<file path="config.mk">
export PLATFORM = sky130hd
export DESIGN_NAME = asp_serial_port
export DESIGN_NICKNAME = d
export VERILOG_FILES = /design/src/asp_serial_port.v
export VERILOG_INCLUDE_DIRS = /design/src
export SDC_FILE = /design/constraint.sdc
export NUM_CORES = 1
export LEC_CHECK = 0
export ABC_AREA = 1
export BUFFER_PORTS_ARGS = -buffer_cell sky130_fd_sc_hd__buf_2
export CELL_PAD_IN_SITES_DETAIL_PLACEMENT = 0
export CELL_PAD_IN_SITES_GLOBAL_PLACEMENT = 1
export CORE_MARGIN = 1.5
export CORE_UTILIZATION = 45
export CTS_CLUSTER_DIAMETER = 50
export DETAILED_ROUTE_END_ITERATION = 10
export PLACE_DENSITY = 0.95
export SLEW_MARGIN = 20
export SYNTH_ARGS = -nofsm -noshare
export SYNTH_HDL_FRONTEND = slang
export SYNTH_SLANG_ARGS = --single-unit
</file>
<file path="constraint.sdc">
create_clock -name core_clk -period 5 [get_ports core_clk]
set_clock_uncertainty 0.2 [all_clocks]
set_input_delay 1 -clock core_clk [delete_from_list [all_inputs] [get_ports core_clk]]
set_output_delay 1 -clock core_clk [all_outputs]
set_load 0.005 [all_outputs]
</file>
<file path="src/asp_consts.vh">
// constants for the asynchronous serial port with infrared mode
`ifndef ASP_CONSTS_VH
`define ASP_CONSTS_VH
// register indices; byte address is four times the index
`define ASP_IDX_STATUS 16'h4100
`define ASP_IDX_TX_DATA 16'h4101
`define ASP_IDX_RX_DATA 16'h4102
`define ASP_IDX_MODE 16'h4103
`define ASP_IDX_CONTROL 16'h4104
`define ASP_IDX_IR_CFG 16'h4105
// status bit positions
`define ASP_ST_FER 6
`define ASP_ST_PER 5
`define ASP_ST_OER 4
`define ASP_ST_R2B 3
`define ASP_ST_BUSY 2
`define ASP_ST_RRDY 1
`define ASP_ST_TEMPTY 0
// mode bit positions
`define ASP_MD_LEN8 4
`define ASP_MD_PAR 3
`define ASP_MD_ODD 2
`define ASP_MD_STOP2 1
`define ASP_MD_EXTCLK 0
// control bit positions
`define ASP_CT_ERRIE 6
`define ASP_CT_FULLIE 5
`define ASP_CT_EMPTIE 4
`define ASP_CT_THR2 1
`define ASP_CT_EN 0
// infrared config fields
`define ASP_IR_DIV_HI 6
`define ASP_IR_DIV_LO 4
`define ASP_IR_ON 0
// writable masks and reset values
`define ASP_MODE_MASK 8'h1F
`define ASP_CTRL_MASK 8'h73
`define ASP_IRCF_MASK 8'h71
`define ASP_REG_RESET 8'h00
// oversampling and infrared pulse timing, in sample ticks
`define ASP_OVERSAMPLE 5'h10
`define ASP_MID_SAMPLE 4'h7
`define ASP_IR_PULSE 4'h3
`define ASP_IR_STRETCH 5'h10
`endif

</file>
<file path="src/asp_serial_port.v">
// asynchronous serial port with infrared pulse mode, avalon-mm registers
`timescale 1ns/100ps
`include "asp_consts.vh"

module asp_serial_port (
  input wire core_clk,
  input wire rst_n,
  input wire [15:0] avs_address,
  input wire avs_read,
  input wire avs_write,
  input wire [31:0] avs_writedata,
  output reg [31:0] avs_readdata,
  output reg avs_waitrequest,
  input wire presc_tick,
  input wire ext_clk_pin,
  input wire rxd_pin,
  output reg txd_pin,
  output reg rx_error_irq,
  output reg rx_full_irq,
  output reg tx_empty_irq
);

  // receiver states
  localparam RX_IDLE = 3'd0;
  localparam RX_START = 3'd1;
  localparam RX_DATA = 3'd2;
  localparam RX_PAR = 3'd3;
  localparam RX_STOP = 3'd4;

  // parity of the data bits that go on the line
  function par_of;
    input [7:0] d;
    input len8;
    input odd;
    begin
      par_of = (len8 ? ^d : ^d[6:0]) ^ odd;
    end
  endfunction

  reg [7:0] mode_reg; // frame format
  reg [7:0] ctrl_reg; // enables and threshold
  reg [7:0] ircf_reg; // infrared settings
  reg fer_reg, per_reg, oer_reg; // sticky receive errors
  reg [7:0] txbuf_reg; // transmit holding byte
  reg txfull_reg; // holding byte not yet loaded
  // synchronisers for the pins
  reg rx_s1_reg, rx_s2_reg, ck_s1_reg, ck_s2_reg, ck_d_reg;
  // two-entry receive buffer
  reg [7:0] fifo_mem [0:1];
  reg wptr_reg, rptr_reg;
  reg [1:0] cnt_reg;
  // transmitter
  reg [11:0] tsh_reg; // frame bits, lsb first
  reg [3:0] tleft_reg; // bits still to send
  reg [3:0] ttick_reg; // sample ticks within a bit
  // receiver
  reg [2:0] rst_reg;
  reg [3:0] rtick_reg;
  reg [3:0] rbits_reg;
  reg [7:0] rsh_reg;
  reg rpx_reg; // running parity of received bits
  // infrared detection
  reg [7:0] irdiv_reg;
  reg [4:0] irhold_reg;
  reg ack_reg; // bus answer given this cycle

  wire en = ctrl_reg[`ASP_CT_EN];
  wire len8 = mode_reg[`ASP_MD_LEN8];
  wire ir_on = ircf_reg[`ASP_IR_ON];
  // oversample tick from internal prescaler or external pin rise
  wire ext_rise = ck_s2_reg & ~ck_d_reg;
  wire tick = en & (mode_reg[`ASP_MD_EXTCLK] ? ext_rise : presc_tick);
  wire busy = (tleft_reg != 4'h0);
  wire acc = avs_read | avs_write;
  wire do_wr = avs_write & ack_reg; // write lands at the answer edge
  wire do_rd = avs_read & ack_reg;
  wire [2:0] irsel = ircf_reg[`ASP_IR_DIV_HI:`ASP_IR_DIV_LO];
  // detect tick: peripheral clock divided by two to the code
  wire [7:0] irmask = (8'h01 << irsel) - 8'h01;
  wire irtick = ((irdiv_reg & irmask) == 8'h00);
  // receive line as seen by the framer
  wire rx_line = ir_on ? (irhold_reg == 5'h00) : rx_s2_reg;
  wire push = (rst_reg == RX_STOP) & tick & (rtick_reg == 4'hF) & rx_line;
  wire push_ready = (cnt_reg != 2'd2);
  wire pop = do_rd & (avs_address == `ASP_IDX_RX_DATA) & (cnt_reg != 2'd0);
  wire [7:0] status = {1'b0, fer_reg, per_reg, oer_reg,
    (cnt_reg == 2'd2), busy, (cnt_reg != 2'd0), ~txfull_reg};
  // status comes straight from flags

  // bus slave: one wait cycle, then answer for a single cycle
  always @(posedge core_clk or negedge rst_n) begin
    if (!rst_n) begin
      ack_reg <= 1'b0;
      avs_waitrequest <= 1'b1;
      avs_readdata <= 32'h00000000;
    end else begin
      ack_reg <= acc & ~ack_reg;
      avs_waitrequest <= ~(acc & ~ack_reg);
      if (avs_read & ~ack_reg) begin
        case (avs_address)
          `ASP_IDX_STATUS: avs_readdata <= {24'h000000, status};
          `ASP_IDX_TX_DATA: avs_readdata <= {24'h000000, txbuf_reg};
          `ASP_IDX_RX_DATA: begin
            // oldest byte first; empty reads zero
            if (cnt_reg != 2'd0) begin
              avs_readdata <= {24'h000000, fifo_mem[rptr_reg]};
            end else begin
              avs_readdata <= 32'h00000000;
            end
          end
          `ASP_IDX_MODE: avs_readdata <= {24'h000000, mode_reg};
          `ASP_IDX_CONTROL: avs_readdata <= {24'h000000, ctrl_reg};
          `ASP_IDX_IR_CFG: avs_readdata <= {24'h000000, ircf_reg};
          default: avs_readdata <= 32'h00000000; // unmapped reads zero
        endcase
      end
    end
  end

  // configuration registers; reserved bits masked off
  always @(posedge core_clk or negedge rst_n) begin
    if (!rst_n) begin
      mode_reg <= `ASP_REG_RESET;
      ctrl_reg <= `ASP_REG_RESET; // port starts disabled
      ircf_reg <= `ASP_REG_RESET;
    end else if (do_wr) begin
      if (avs_address == `ASP_IDX_MODE) begin
        mode_reg <= avs_writedata[7:0] & `ASP_MODE_MASK;
      end
      if (avs_address == `ASP_IDX_CONTROL) begin
        ctrl_reg <= avs_writedata[7:0] & `ASP_CTRL_MASK;
      end
      if (avs_address == `ASP_IDX_IR_CFG) begin
        ircf_reg <= avs_writedata[7:0] & `ASP_IRCF_MASK;
      end
    end
  end

  // pin synchronisers; first stage feeds only the second
  always @(posedge core_clk or negedge rst_n) begin
    if (!rst_n) begin
      rx_s1_reg <= 1'b1;
      rx_s2_reg <= 1'b1;
      ck_s1_reg <= 1'b0;
      ck_s2_reg <= 1'b0;
      ck_d_reg <= 1'b0;
    end else begin
      rx_s1_reg <= rxd_pin;
      rx_s2_reg <= rx_s1_reg;
      ck_s1_reg <= ext_clk_pin;
      ck_s2_reg <= ck_s1_reg;
      ck_d_reg <= ck_s2_reg;
    end
  end

  // error flags: hardware set wins over a write-one clear
  always @(posedge core_clk or negedge rst_n) begin
    if (!rst_n) begin
      fer_reg <= 1'b0;
      per_reg <= 1'b0;
      oer_reg <= 1'b0;
    end else begin
      if (do_wr && avs_address == `ASP_IDX_STATUS) begin
        if (avs_writedata[`ASP_ST_FER]) fer_reg <= 1'b0;
        if (avs_writedata[`ASP_ST_PER]) per_reg <= 1'b0;
        if (avs_writedata[`ASP_ST_OER]) oer_reg <= 1'b0;
      end
      if ((rst_reg == RX_STOP) && tick && rtick_reg == 4'hF) begin
        if (!rx_line) fer_reg <= 1'b1; // bad stop bit
        if (mode_reg[`ASP_MD_PAR] && rpx_reg != mode_reg[`ASP_MD_ODD]) begin
          per_reg <= 1'b1;
        end
        if (rx_line && !push_ready) oer_reg <= 1'b1; // byte lost
      end
    end
  end

  // receive buffer: framer fills, software read drains
  always @(posedge core_clk or negedge rst_n) begin
    if (!rst_n) begin
      wptr_reg <= 1'b0;
      rptr_reg <= 1'b0;
      cnt_reg <= 2'd0;
      fifo_mem[0] <= 8'h00;
      fifo_mem[1] <= 8'h00;
    end else begin
      if (push && push_ready) begin
        fifo_mem[wptr_reg] <= rsh_reg;
        wptr_reg <= ~wptr_reg;
      end
      if (pop) begin
        rptr_reg <= ~rptr_reg;
      end
      cnt_reg <= cnt_reg + {1'b0, push & push_ready} - {1'b0, pop};
    end
  end

  // transmit holding byte and its empty flag
  always @(posedge core_clk or negedge rst_n) begin
    if (!rst_n) begin
      txbuf_reg <= 8'h00;
      txfull_reg <= 1'b0; // reads empty after reset
    end else begin
      if (en && !busy && txfull_reg) begin
        txfull_reg <= 1'b0; // moved to shifter
      end
      if (do_wr && avs_address == `ASP_IDX_TX_DATA) begin
        txbuf_reg <= avs_writedata[7:0];
        txfull_reg <= 1'b1; // a new write wins
      end
    end
  end

  // transmit shifter: builds the whole frame at load time
  always @(posedge core_clk or negedge rst_n) begin
    if (!rst_n) begin
      tsh_reg <= 12'hFFF;
      tleft_reg <= 4'h0;
      ttick_reg <= 4'h0;
    end else if (!en) begin
      tleft_reg <= 4'h0; // disable aborts the frame
      tsh_reg <= 12'hFFF;
    end else if (!busy) begin
      ttick_reg <= 4'h0;
      if (txfull_reg) begin
        // start, data, optional parity, then stop ones
        if (len8) begin
          tsh_reg <= mode_reg[`ASP_MD_PAR] ?
            {2'b11, par_of(txbuf_reg, 1'b1, mode_reg[`ASP_MD_ODD]),
             txbuf_reg, 1'b0} :
            {3'b111, txbuf_reg, 1'b0};
        end else begin
          tsh_reg <= mode_reg[`ASP_MD_PAR] ?
            {3'b111, par_of(txbuf_reg, 1'b0, mode_reg[`ASP_MD_ODD]),
             txbuf_reg[6:0], 1'b0} :
            {4'b1111, txbuf_reg[6:0], 1'b0};
        end
        // bit count
        tleft_reg <= 4'h3 + {3'b000, len8} + 4'h6 +
          {3'b000, mode_reg[`ASP_MD_PAR]} + {3'b000, mode_reg[`ASP_MD_STOP2]};
      end
    end else if (tick) begin
      ttick_reg <= ttick_reg + 4'h1;
      if (ttick_reg == 4'hF) begin
        tsh_reg <= {1'b1, tsh_reg[11:1]};
        tleft_reg <= tleft_reg - 4'h1;
      end
    end
  end

  // line driver: plain level or short high pulse for a zero
  always @(posedge core_clk or negedge rst_n) begin
    if (!rst_n) begin
      txd_pin <= 1'b1;
    end else if (ir_on) begin
      txd_pin <= busy & ~tsh_reg[0] & (ttick_reg < `ASP_IR_PULSE);
    end else begin
      txd_pin <= busy ? tsh_reg[0] : 1'b1;
    end
  end

  // infrared detection: sample the pin on the divided clock and
  // stretch each low pulse to a full bit time
  always @(posedge core_clk or negedge rst_n) begin
    if (!rst_n) begin
      irdiv_reg <= 8'h00;
      irhold_reg <= 5'h00;
    end else begin
      irdiv_reg <= irdiv_reg + 8'h01;
      if (ir_on && irtick && !rx_s2_reg) begin
        irhold_reg <= `ASP_IR_STRETCH;
      end else if (tick && irhold_reg != 5'h00) begin
        irhold_reg <= irhold_reg - 5'h01;
      end
    end
  end

  // receive framer: mid-bit sampling on the oversample tick
  always @(posedge core_clk or negedge rst_n) begin
    if (!rst_n) begin
      rst_reg <= RX_IDLE;
      rtick_reg <= 4'h0;
      rbits_reg <= 4'h0;
      rsh_reg <= 8'h00;
      rpx_reg <= 1'b0;
    end else if (!en) begin
      rst_reg <= RX_IDLE; // disabled port ignores the line
    end else if (tick) begin
      rtick_reg <= rtick_reg + 4'h1;
      case (rst_reg)
        RX_IDLE: begin
          rtick_reg <= 4'h0;
          if (!rx_line) rst_reg <= RX_START;
        end
        RX_START: begin
          // re-centre on the middle of the start bit; glitch rejected
          if (rtick_reg == `ASP_MID_SAMPLE) begin
            rtick_reg <= 4'h0;
            rbits_reg <= 4'h0;
            rpx_reg <= 1'b0;
            rst_reg <= rx_line ? RX_IDLE : RX_DATA;
          end
        end
        RX_DATA: begin
          if (rtick_reg == 4'hF) begin
            // seven-bit bytes land in bits 6:0
            rsh_reg <= len8 ? {rx_line, rsh_reg[7:1]} :
              {1'b0, rx_line, rsh_reg[6:1]};
            rpx_reg <= rpx_reg ^ rx_line;
            rbits_reg <= rbits_reg + 4'h1;
            if (rbits_reg == (len8 ? 4'h7 : 4'h6)) begin
              rst_reg <= mode_reg[`ASP_MD_PAR] ? RX_PAR : RX_STOP;
            end
          end
        end
        RX_PAR: begin
          if (rtick_reg == 4'hF) begin
            rpx_reg <= rpx_reg ^ rx_line;
            rst_reg <= RX_STOP;
          end
        end
        RX_STOP: begin
          // only the first stop bit is checked
          if (rtick_reg == 4'hF) rst_reg <= RX_IDLE;
        end
        default: rst_reg <= RX_IDLE;
      endcase
    end
  end

  // interrupt request levels
  always @(posedge core_clk or negedge rst_n) begin
    if (!rst_n) begin
      rx_error_irq <= 1'b0;
      rx_full_irq <= 1'b0;
      tx_empty_irq <= 1'b0;
    end else begin
      rx_error_irq <= ctrl_reg[`ASP_CT_ERRIE] &
        (fer_reg | per_reg | oer_reg);
      rx_full_irq <= ctrl_reg[`ASP_CT_FULLIE] &
        (ctrl_reg[`ASP_CT_THR2] ? (cnt_reg == 2'd2) :
         (cnt_reg != 2'd0));
      tx_empty_irq <= ctrl_reg[`ASP_CT_EMPTIE] & ~txfull_reg;
    end
  end

endmodule // asp_serial_port

</file>
# Word level (Yosys, flattened, before mapping)
# Index checks and enable logic that the tools add are counted.
# Widths: inputs -> output; s select.
# word_totals
reg_bits	142
inputBits	55
latchBits	0
n_memories	0
mem_bits_ro	0
elab_cells	221
ramBits	0
out_inout_bits	37
# classes
bitwise_logic	33
add_sub_neg	13
div	0
n_reduce_logical	39
magnitude_cmp	4
n_eq_ne	31
mux	65
n_mul	0
n_shift	1
# ops
op	n
$pmux 32 s6	1
$eq 16x15->1 const B	6
$mux 12	5
$mux 8	6
$mux 4	10
$mux 3	9
$mux 1	22
$mux 10	2
$ne 3x3->1 const B	6
$and 1x1->1	17
$bwmux 16	1
$pmux 4 s2	2
$pmux 3 s5	1
$logic_and 1x1->1	13
$add 4x1->4 const B	3
$mux 5	2
$reduce_and 2->1	5
$reduce_and 5->1	2
$reduce_bool 2->1	5
$mux 9	1
$add 4x1->4	2
$add 8x1->8 const B	1
$and 8x8->8	1
$demux 8 s1	1
other kinds (41)	62

# Longest topological paths before layout
# Gate-level depths: netlist (run 1).
# depth
depth_word	10
ltp_mapped	15
mapped_depth_nobuf	14

# Worst setup path after synthesis (run 1)
# No wires, ideal clock.
# synth_path
kind	input port to flip-flop
start	in presc_tick
end	reg cnt_reg[1]
t_arrival_ps	2494
stages	13
path_slack_ps	2177
n_path_buf	1
setup_time_ps	129
required_ps	4671
cell_sequence	nor2_1 -> a21oi_2 -> nand2_4 -> clkinv_4 -> nand2_4 -> nor2_4 -> buf_6 -> nand2_1 -> ha_1 -> inv_1 -> ha_1 -> xnor2_1 -> xor2_1
# synth_via
elab_chain_len	8
# synth_lines
item	line	text
from (decl)	asp_serial_port.v:14	input wire presc_tick,
$mux 1	asp_serial_port.v:72	wire tick = en & (mode_reg[`ASP_MD_EXTCLK] ? ext_rise : presc_tick);
$and 1x1->1	asp_serial_port.v:72	
$and 1x1->1 (3 in series)	asp_serial_port.v:83	wire push = (rst_reg == RX_STOP) & tick & (rtick_reg == 4'hF) & rx_line;
$and 1x1->1	asp_serial_port.v:194	cnt_reg <= cnt_reg + {1'b0, push & push_ready} - {1'b0, pop};
$add 2x1->2	asp_serial_port.v:194	
$sub 2x1->2	asp_serial_port.v:194	
to (signal assigned)	asp_serial_port.v:194	
to (decl)	asp_serial_port.v:51	reg [1:0] cnt_reg;
# Every way passes these cells.
# A chain may end at the register's enable or synchronous reset.

# Worst setup path in the final report (run 1)
# Same ends and word-level chain as after synthesis.

==> results of run 1 <==
## worst max-delay path, stage by stage
cell	delay, ns
buf_2	0.09
nor2_1	0.04
a21oi_2	0.25
nand2_4	0.16
clkinv_4	0.15
nand2_4	0.07
nor2_4	0.37
nand2_1	0.14
ha_1	0.30
inv_1	0.04
ha_1	0.18
xnor2_1	0.13
xor2_1	0.14
## worst paths after layout
path	start	to	cells past startpoint
max	presc_tick	cnt_reg[1]	13
min	ck_s1_reg	ck_s2_reg	0
max reg2reg	mode_reg[0]	cnt_reg[1]	12
min reg2reg	ck_s1_reg	ck_s2_reg	0
max in group asynchronous	rst_n	rx_s1_reg	3
min in group asynchronous	rst_n	fifo_mem[9]	1
## layout by cell type, fill, tap and decap left out, drive strengths merged, types with 2 or more instances in the layout
cell and n:
a21oi 28, a31oi 2, and3 2, buf 47, bufinv 5, clkbuf 20
clkinv 8, conb 24, dfrtp 101, dfstp 14, ha 13, inv 89
nand2 245, nand3 63, nand4 25, nor2 67, nor3 8, nor3b 2
o211ai 2, o21ai 71, o22ai 9, or2 2, xnor2 5, xor2 8
## synth_stat cells, drive strengths merged, types with 3 or more instances
library cell / count / area share
clkinv: 3 / 0.0026
nand4: 25 / 0.025
nand2: 245 / 0.15
o21ai: 71 / 0.057
o22ai: 9 / 0.0090
a21oi: 28 / 0.023
nand3: 63 / 0.053
ha: 13 / 0.026
nor3: 8 / 0.0064
dfrtp: 101 / 0.40
buf: 39 / 0.046
nor2: 67 / 0.046
dfstp: 14 / 0.059
xnor2: 5 / 0.0070
clkbuf: 6 / 0.0036
inv: 89 / 0.053
xor2: 8 / 0.011
## power groups by stage
stage / logic, W / registers, W / clock network, W
floorplan: 0.0000355 / 0.000955 / 0
global placement: 0.0000618 / 0.000955 / 0
detailed placement: 0.0000622 / 0.000955 / 0
CTS: 0.0000625 / 0.000939 / 0.00134
global route: 0.0000744 / 0.000939 / 0.00138
finish: 0.0000638 / 0.000940 / 0.00132
## metrics by stage
step,hold slack (ns),setup slack (ns),instances
after floorplan,0.131,2.18,836
after CTS,0.147,2.02,1044
after global routing,0.155,1.74,1045
after detailed placement,0.135,1.58,1013
final,0.147,2.02,1045
after global placement,0.141,1.60,1013
## cell type report
class / count / area, sq um / area share
multi-input cells: 584 / 2820 / 0.392
well taps: 176 / 220 / 0.0306
clock buffers: 20 / 457 / 0.0635
flip-flops and latches: 115 / 2900 / 0.403
clock inverters: 11 / 183 / 0.0254
repair buffers: 47 / 268 / 0.0372
inverters: 92 / 350 / 0.0487
## logic make-up (layout without fill, tap and decap cells)
family,count (synthesis),after routing,share of synthesized area
DFF,115,115,0.461
and+or+nand+nor,416,416,0.289
adders and majority gates,13,13,0.0259
buffers and inverters,137,170,0.105
other,1,24,0.000597
AOI/OAI and AO/OA,118,118,0.100
xor gates and xnor gates,13,13,0.0181
## metal layers
layer | GRT usage | up-vias | share of wire
met5 | 0 | - | 0
met4 | 0.0875 | 0 | 0.019
met3 | 0.0432 | 24 | 0.054
met2 | 0.324 | 128 | 0.45
met1 | 0.287 | 2481 | 0.47
li1 | - | 2686 | -
==> metrics.md, run 1 <==
| Metric | Value |
|---|---|
| Max Fclk | 336 MHz |
| DRC | 0 |
| Syn Inst Count | a little over 800 |
| Initial core utilization | 0.467 |
| Final Core Density | 0.534 |
| Switching share of total power | 0.200 |
| Clock Sinks | roughly 120 |
| Seq pwr share | 0.405 |
| Placer Congestion | 0.808 |
| Setup CP Type | in -> reg |
| Mean area per synthesized cell | 7.73 sq um |
| Initial DRC count | between 400 and 500 |
| Worst slew pin tran | 0.771 ns |
| Mapped Area | 0.00628 sq mm |
| Number of global-route vias before repair | 4914 |
| Die H | 121 um |
| Internal power | 0.00186 W |
| Layout Nets | 925 |
| NetSw | 0.000464 W |
| Maxcap violations | 0 |
| ANT nets after route | 0 |
| Worst skew pair latency | 0.41 ns |
| CTS tree | done |
| Synth warnings | 0 |
| Die ar. | 0.0147 sq mm |
| Top Ports | 92 |
| Fillers | 1284 |
| Number of synthesized register bits | approximately 120 |
| Clk pin slew, worst setup/hold paths | 0.05 ns |
| Async SR Flop Fraction | 1.00 |
| Hold WC Path Type | reg -> reg |
| Core area | about 0.013 sq mm |
| CTS-repair resized insts | 0 |
| TritonCTS Buffers | 17 |
| H-tree levels | 4 |
| Post-CTS Setup Inserts | 0 |
| Clk root buf | clkbuf_16 |
| Max reg flops | 16 |
| Power Density | 323 mW/mm^2 |
| Seq/Total Area, Yosys | 0.461 |
| Crit path time final | about 3 ns |
| I/O Buffers | 43 |
| Post-route cell area | 0.00719 sq mm |
| Wire per inst | approximately 14 um |
| Post-synth EDFFs | 0 |
| Critical Path Source Type | input port |
| Vias per inst | 5.09 |
| Vias | about 5300 |
| Placed instance area | ~0.0065 sq mm |
| Relative slew slack | 0.484 |
| CP arrival | 3.07 ns |
| Antenna violations before repair | 0 |
| Bufs on Longest Clock Path | 2 |
| CP max FO | 20 |
| Clock power frac | 0.568 |
| Worst VDD drop | 0.247 mV |
| Layout area overhead | 14.4% |
| RSZ-0062 raised after global routing | no |
| Horiz. Die Dim | 121 um |
| Outcome | complete, no violations |
| Remaining Overflow, GRT | 0 |
| Req. time, crit path | 5.09 ns |
| Static Leak | 3.65 nW |
| Total negative slack | 0 ns |
| Hold buffer count at CTS | 0 |
| Combinational fraction of design power | 0.027 |
| Largest net degree at the start of global routing | 81 |
| Total inserted antenna cells | 0 |
| DR pass1 iterations | 5 |
| Final Cycle Share | 0.596 |
| Hpwl dp | 10100 um |
| Drt total wl | 14200 um |
| Total track usage | 0.210 |
| Total power | 0.00232 W |
| Reg2Reg Setup Slack | 2.16 ns |
| Setup violation total in the final timing report | 0 |
| Row count | 42 |
| Share of layout cells above drive strength 1 | 0.135 |
| Yosys cell types | 45 |
| Global-route wire length before repair | 23900 um |
| Critical Path End Type | register |
| Fin. max-slew vios | 0 |
| Top_reg_cell synth | dfrtp_1 |
| Final hold vios | 0 |
(Power assumes the default switching activity.)
==> inputs of run 2 (changes only) <==
--- a/config.mk
+++ b/config.mk
@@ -6,15 +6,15 @@
 export SDC_FILE = /design/constraint.sdc
 export NUM_CORES = 1
 export LEC_CHECK = 0
-export ABC_AREA = 1
+export ABC_AREA = 0
 export BUFFER_PORTS_ARGS = -buffer_cell sky130_fd_sc_hd__buf_2
 export CELL_PAD_IN_SITES_DETAIL_PLACEMENT = 0
 export CELL_PAD_IN_SITES_GLOBAL_PLACEMENT = 1
 export CORE_MARGIN = 1.5
-export CORE_UTILIZATION = 45
+export CORE_UTILIZATION = 40
 export CTS_CLUSTER_DIAMETER = 50
 export DETAILED_ROUTE_END_ITERATION = 10
-export PLACE_DENSITY = 0.95
+export PLACE_DENSITY = 0.86
 export SLEW_MARGIN = 20
 export SYNTH_ARGS = -nofsm -noshare
 export SYNTH_HDL_FRONTEND = slang
==> constraint.sdc (replaced) <==
create_clock -name core_clk -period 2.65 [get_ports core_clk]
set_clock_uncertainty 0.2 [all_clocks]
set_input_delay 0.53 -clock core_clk [delete_from_list [all_inputs] [get_ports core_clk]]
set_output_delay 0.53 -clock core_clk [all_outputs]
set_load 0.005 [all_outputs]
==> metrics.md, run 2 <==
| Metric | Value |
|---|---|
| Share of layout cells above drive strength 1 | 0.301 |
| Antenna violations before repair | 0 |
| Post-synth top cells | dfrtp_1, nand2_1, nor2_1 |
| Syn Inst Count | 569 |
| Top Ports | 92 |
| Vias per inst | 5.41 |
| RSZ-0062 raised after global routing | yes |
| Fillers | 1291 |
| Drt total wl | between 10000 and 15000 um |
| Slowest cell on the critical path | a2111oi_4 |
| TritonCTS Buffers | 17 |
| Hold WC Path Type | in -> reg |
| R2r endpoint | cnt_reg[1] |
| Crit path buffers/inverters | 2 |
| Reg2Reg Setup Slack | 0.06 ns |
| Setup violation total in the final timing report | 0 |
| Wire per inst | 16.7 um |
| Total power | 0.00550 W |
| Critical Path Source Type | register |
| Top_reg_cell synth | dfrtp_1 |
| Outcome | finished with violations |
| Remaining Overflow, GRT | 0 |
| Row count | 44 |
| Clock Sinks | roughly 120 |
| Static Leak | 3.38 nW |
| Horiz. Die Dim | between 100 and 150 um |
| Hold Crit Start | avs_writedata[7] |
| Mean area per synthesized cell | roughly 11 sq um |
| Layout area overhead | 21.1% |
| Worst slew pin tran | 0.638 ns |
| Initial DRC count | 452 |
| Die ar. | 0.0158 sq mm |
| Number of global-route vias before repair | between 4000 and 5000 |
| Clk pin slew, worst setup/hold paths | 0.06 ns |
| Yosys cell types | 73 |
| Synth warnings | 0 |
| DR pass1 iterations | 10 |
| Critical Path End Type | register |
| Fin. max-slew vios | 0 |
| Mapped Area | 0.00603 sq mm |
| DRC | 2 |
| H-tree levels | 4 |
| Min-Delay Endpoint | txbuf_reg[7] |
| Placed instance area | 0.00659 sq mm |
| Synth area leaders | dfrtp_1, mux2_2, dfstp_2 |
| Max reg flops | 16 |
| Hpwl dp | 10100 um |
| Global-route wire length before repair | 23100 um |
| ANT nets after route | 0 |
| Max Fclk | 386 MHz |
| Worst-case reg-to-reg path depth | 9 |
| Maxcap violations | 0 |
| Layout Nets | about 720 |
| Most instantiated library cell after synthesis | dfrtp_1 |
| Setup CP Type | reg -> reg |
| Placed cells | 810 |
| CP arrival | 2.69 ns |
| CP Cell Sequence | or3b_4 > a2111oi_4 > and3_4 > inv_2 > ha_4 > inv_2 > ha_4 > xnor2_2 > xnor2_1 |
| Placer Congestion | 0.878 |
| Dominant cell type by area after synthesis | dfrtp_1 |
| Total inserted antenna cells | 0 |
| Async SR Flop Fraction | 1.00 |
| Bufs on Longest Clock Path | 2 |
| Seq/Total Area, Yosys | 0.480 |
| Relative slew slack | 0.574 |
| Post-CTS Setup Inserts | 0 |
| Finished Layout Cells | around 850 |
| Largest net degree at the start of global routing | 42 |
| Req. time, crit path | 2.75 ns |
| Core area | 0.0146 sq mm |
| Worst VDD drop | 0.633 mV |
| Number of synthesized register bits | 115 |
| Initial core utilization | 0.412 |
| CP max FO | 2 |
| Final Cycle Share | 0.976 |
| I/O Buffers | 43 |
| CTS tree | done |
| Post-synth EDFFs | 0 |
| Total track usage | 0.187 |
| R2R Path Start | rst_reg[0] |
| Crit path time final | roughly 2.6 ns |
| Power Density | approximately 750 mW/mm^2 |
| Final hold vios | 0 |
| Die H | between 100 and 150 um |
| Post-route cell area | 0.00730 sq mm |
| Vias | 4574 |
| Most frequent cells in the layout | dfrtp_1, nand2_1, nor2_1 |
| Clk root buf | clkbuf_16 |
| Worst skew pair latency | 0.42 ns |
| Total negative slack | 0 ns |
| CP max stage delay | 0.46 ns |
| Post-synth top area share | 0.419 |
| Cell family with most CP delay | simple AND/OR/NAND/NOR gates |
| Commonest non-fill, non-tap cell in the layout | dfrtp_1 |
| Failing checks | DRC |
| Hold path cells | 2 |
## run 2: cell families after synthesis
kind of cell / Yosys count / share of synthesized area
and+or+nand+nor: 188 / 0.156
DFF: 115 / 0.480
AOI/OAI and AO/OA: 98 / 0.116
buffers and inverters: 69 / 0.0608
muxes: 60 / 0.123
xor gates and xnor gates: 25 / 0.0363
adders and majority gates: 13 / 0.0270
other: 1 / 0.000622
## run 2: layout make-up
class	count	area, sq um	share of cell area
multi-input cells	408	2890	0.396
inverters	23	86.3	0.0118
clock buffers	20	467	0.0639
flip-flops and latches	115	2900	0.397
well taps	184	230	0.0315
repair buffers	83	551	0.0754
clock inverters	12	178	0.0243
## run 2: through the flow
stage          setup WS, ns  hold WS, ns   util
6_report             0.0623        0.150  0.498
2_1_floorplan        0.0130       0.0344      -
5_1_grt             -0.0181        0.156  0.498
4_1_cts              0.0554        0.132  0.496
3_3_place_gp        0.00703        0.137  0.450
3_5_place_dp        -0.0237        0.149  0.450
## run 2: per-layer routing
metal,global-route usage,vias to the layer above,routed length (um)
met2,0.310,133,7050
met5,0,-,0
met4,0.0642,0,210
li1,-,2128,-
met3,0.0480,20,581
met1,0.239,2293,6300
## run 2: repair_timing
item                       in CTS  in global routing
hold buffers                    3                  0
hold endpoints to repair       39                  0
gates resized for setup         0                  7
setup endpoints to repair       0                  1
## run 2: worst register-to-register path: stages (launching register included)
cell and delay (ns):
dfrtp_1 0.38, or3b_4 0.43, a2111oi_4 0.46, and3_4 0.26, inv_2 0.05, ha_4 0.25, inv_2 0.04, ha_4 0.15
xnor2_2 0.13, xnor2_1 0.13
## run 2: how the worst max path moves through the flow
| stage | startpoint | to | depth (start not counted) |
|---|---|---|---|
| after detailed placement | presc_tick | cnt_reg[1] | 10 |
| after floorplan | avs_address[2] | cnt_reg[1] | 9 |
| final | rst_reg[0] | cnt_reg[1] | 9 |
| after global placement | presc_tick | cnt_reg[1] | 10 |
| after CTS | ircf_reg[6] | irhold_reg[4] | 8 |
| after global routing | rst_reg[0] | cnt_reg[1] | 9 |
## run 2: where the power goes
part | internal [W] | switching, W | total (W) | leakage [nW]
clock network | 0.00165 | 0.000824 | 0.00247 | 0.305
logic | 0.000402 | 0.000473 | 0.000875 | 1.59
registers | 0.00200 | 0.000155 | 0.00216 | 1.48
==> inputs of run 3 (changes only) <==
--- a/config.mk
+++ b/config.mk
@@ -15,6 +15,7 @@
 export CTS_CLUSTER_DIAMETER = 50
 export DETAILED_ROUTE_END_ITERATION = 10
 export PLACE_DENSITY = 0.86
+export RECOVER_POWER = 100
 export SLEW_MARGIN = 20
 export SYNTH_ARGS = -nofsm -noshare
 export SYNTH_HDL_FRONTEND = slang
==> metrics.md, run 3 (synthesis gave the netlist of run 2 again) <==
| Metric | Value |
|---|---|
| Outcome | finished with violations |
| Failing checks | DRC |
| I/O Buffers | 43 |
| Setup violation total in the final timing report | 0 |
| R2r endpoint | cnt_reg[1] |
| Horiz. Die Dim | ~130 um |
| CP arrival | between 2 and 3 ns |
| Layout area overhead | 19.8% |
| Post-CTS Setup Inserts | 0 |
| CP max FO | 2 |
| Dpl ws | -0.0237 ns |
| DRC | 2 |
| Final hold vios | 0 |
| Number of global-route vias before repair | 4575 |
| ANT nets after route | 0 |
| Fin. max-slew vios | 0 |
| Top Ports | roughly 90 |
| Row count | 44 |
| Total track usage | 0.187 |
| Worst slew pin tran | 1.03 ns |
| Critical Path End Type | register |
| Die ar. | 0.0158 sq mm |
| Clk pin slew, worst setup/hold paths | 0.05 ns |
| Relative slew slack | 0.311 |
| Reg2Reg Setup Slack | 0.06 ns |
| Worst skew pair latency | between 0.4 and 0.5 ns |
| Most frequent cells in the layout | dfrtp_1, nand2_1, nor2_1 |
| Crit path time final | roughly 2.6 ns |
| Crit path buffers/inverters | 2 |
| Met3 usage | 0.0480 |
| Commonest non-fill, non-tap cell in the layout | dfrtp_1 |
| Worst VDD drop | 0.630 mV |
| Bufs on Longest Clock Path | 2 |
| Initial DRC count | 396 |
| CTS tree | done |
| Total power | 0.00548 W |
| Met1 usage | 0.239 |
| R2R Path Start | rst_reg[0] |
| Share of layout cells above drive strength 1 | 0.277 |
| Static Leak | around 3.3 nW |
| Drt total wl | approximately 14000 um |
| CP max stage delay | around 0.46 ns |
| Finished Layout Cells | 845 |
| Gr busiest metal | met2 |
| Wire per inst | 16.7 um |
| Vias per inst | 5.35 |
| Vias | 4522 |
| Req. time, crit path | approximately 2.8 ns |
| Maxcap violations | 0 |
| Max Fclk | approximately 390 MHz |
| DR pass1 iterations | 11 |
| Setup CP Type | reg -> reg |
| Worst-case reg-to-reg path depth | 9 |
| Cell family with most CP delay | simple AND/OR/NAND/NOR gates |
| Antenna violations before repair | 0 |
| Slowest cell on the critical path | a2111oi_4 |
| Critical Path Source Type | register |
| Global-route wire length before repair | 23100 um |
| Core area | about 0.015 sq mm |
| Die H | 126 um |
| Hold Crit Start | avs_writedata[7] |
| Layout Nets | 716 |
| Placed cells | 810 |
| Setup WS post-layout | about 0.056 ns |
| Remaining Overflow, GRT | 0 |
| Largest net degree at the start of global routing | 42 |
| Hold path cells | 2 |
| Total inserted antenna cells | 0 |
| Clk root buf | clkbuf_16 |
| Hold WC Path Type | in -> reg |
| Max reg flops | 16 |
| Hpwl dp | 10100 um |
| Power Density | 760 mW/mm^2 |
| CP Cell Sequence | or3b_4 > a2111oi_4 > and3_4 > inv_2 > ha_4 > inv_2 > ha_4 > xnor2_2 > xnor2_1 |
| TritonCTS Buffers | 17 |
| Initial core utilization | 0.412 |
| Clock Sinks | between 100 and 150 |
| RSZ-0062 raised after global routing | yes |
| Total negative slack | 0 ns |
| Placer Congestion | just under 0.9 |
| Met2 global-route usage | 0.310 |
| Final Cycle Share | 0.979 |
| H-tree levels | 4 |
| Min-Delay Endpoint | txbuf_reg[7] |
## run 3: metrics by stage
step                 util  cell area (sq um)  hold slack [ns]
CTS                 0.496               7260            0.132
detailed placement  0.450               6590            0.149
floorplan               -               6110           0.0344
finish              0.493               7220            0.149
global route        0.493               7220            0.156
global placement    0.450               6590            0.137
## run 3: where the power goes
group          leakage (nW)  internal [W]  switching, W
registers              1.48       0.00200      0.000153
clock network         0.305       0.00165      0.000820
logic                  1.53      0.000390      0.000472
total                  3.31       0.00404       0.00145
## run 3: what timing repair did
| action | CTS | global route |
|---|---|---|
| resized for setup | 0 | 7 |
| hold buffers | 3 | 0 |
| setup endpoints to repair | 0 | 1 |
| hold endpoints to repair | 39 | 0 |
## run 3: worst max path at each step
stage	startpoint	to	slack, ns	depth (start not counted)
5_1_grt	rst_reg[0]	cnt_reg[1]	-0.02	9
3_3_place_gp	presc_tick	cnt_reg[1]	0.007	10
3_5_place_dp	presc_tick	cnt_reg[1]	-0.02	10
4_1_cts	ircf_reg[6]	irhold_reg[4]	0.06	8
6_report	rst_reg[0]	cnt_reg[1]	0.06	9
2_1_floorplan	avs_address[2]	cnt_reg[1]	0.01	9
## run 3: worst reg2reg max path: cells and delay by family (launching register included)
kind                     cells  cell delay [ns]
AND/OR/NAND/NOR              2             0.69
AO/OA/AOI/OAI                1             0.46
adder cells (fa/ha/maj)      2             0.40
flip-flops                   1             0.39
XOR/XNOR                     2             0.26
buffers and inverters        2             0.09
## run 3: final cells by class
cell class                 instances  area [sq um]
clock buffer                      20           467
clock inverter                    12           178
fill                            1305          7420
inverter                          23          86.3
multi-input combinational        408          2870
sequential                       115          2900
tap                              184           230
timing repair buffer              83           489
## run 3: layer usage
metal,up-vias,share of wire
li1,2125,-
met4,0,0.015
met3,17,0.039
met1,2270,0.45
met5,-,0
met2,110,0.50
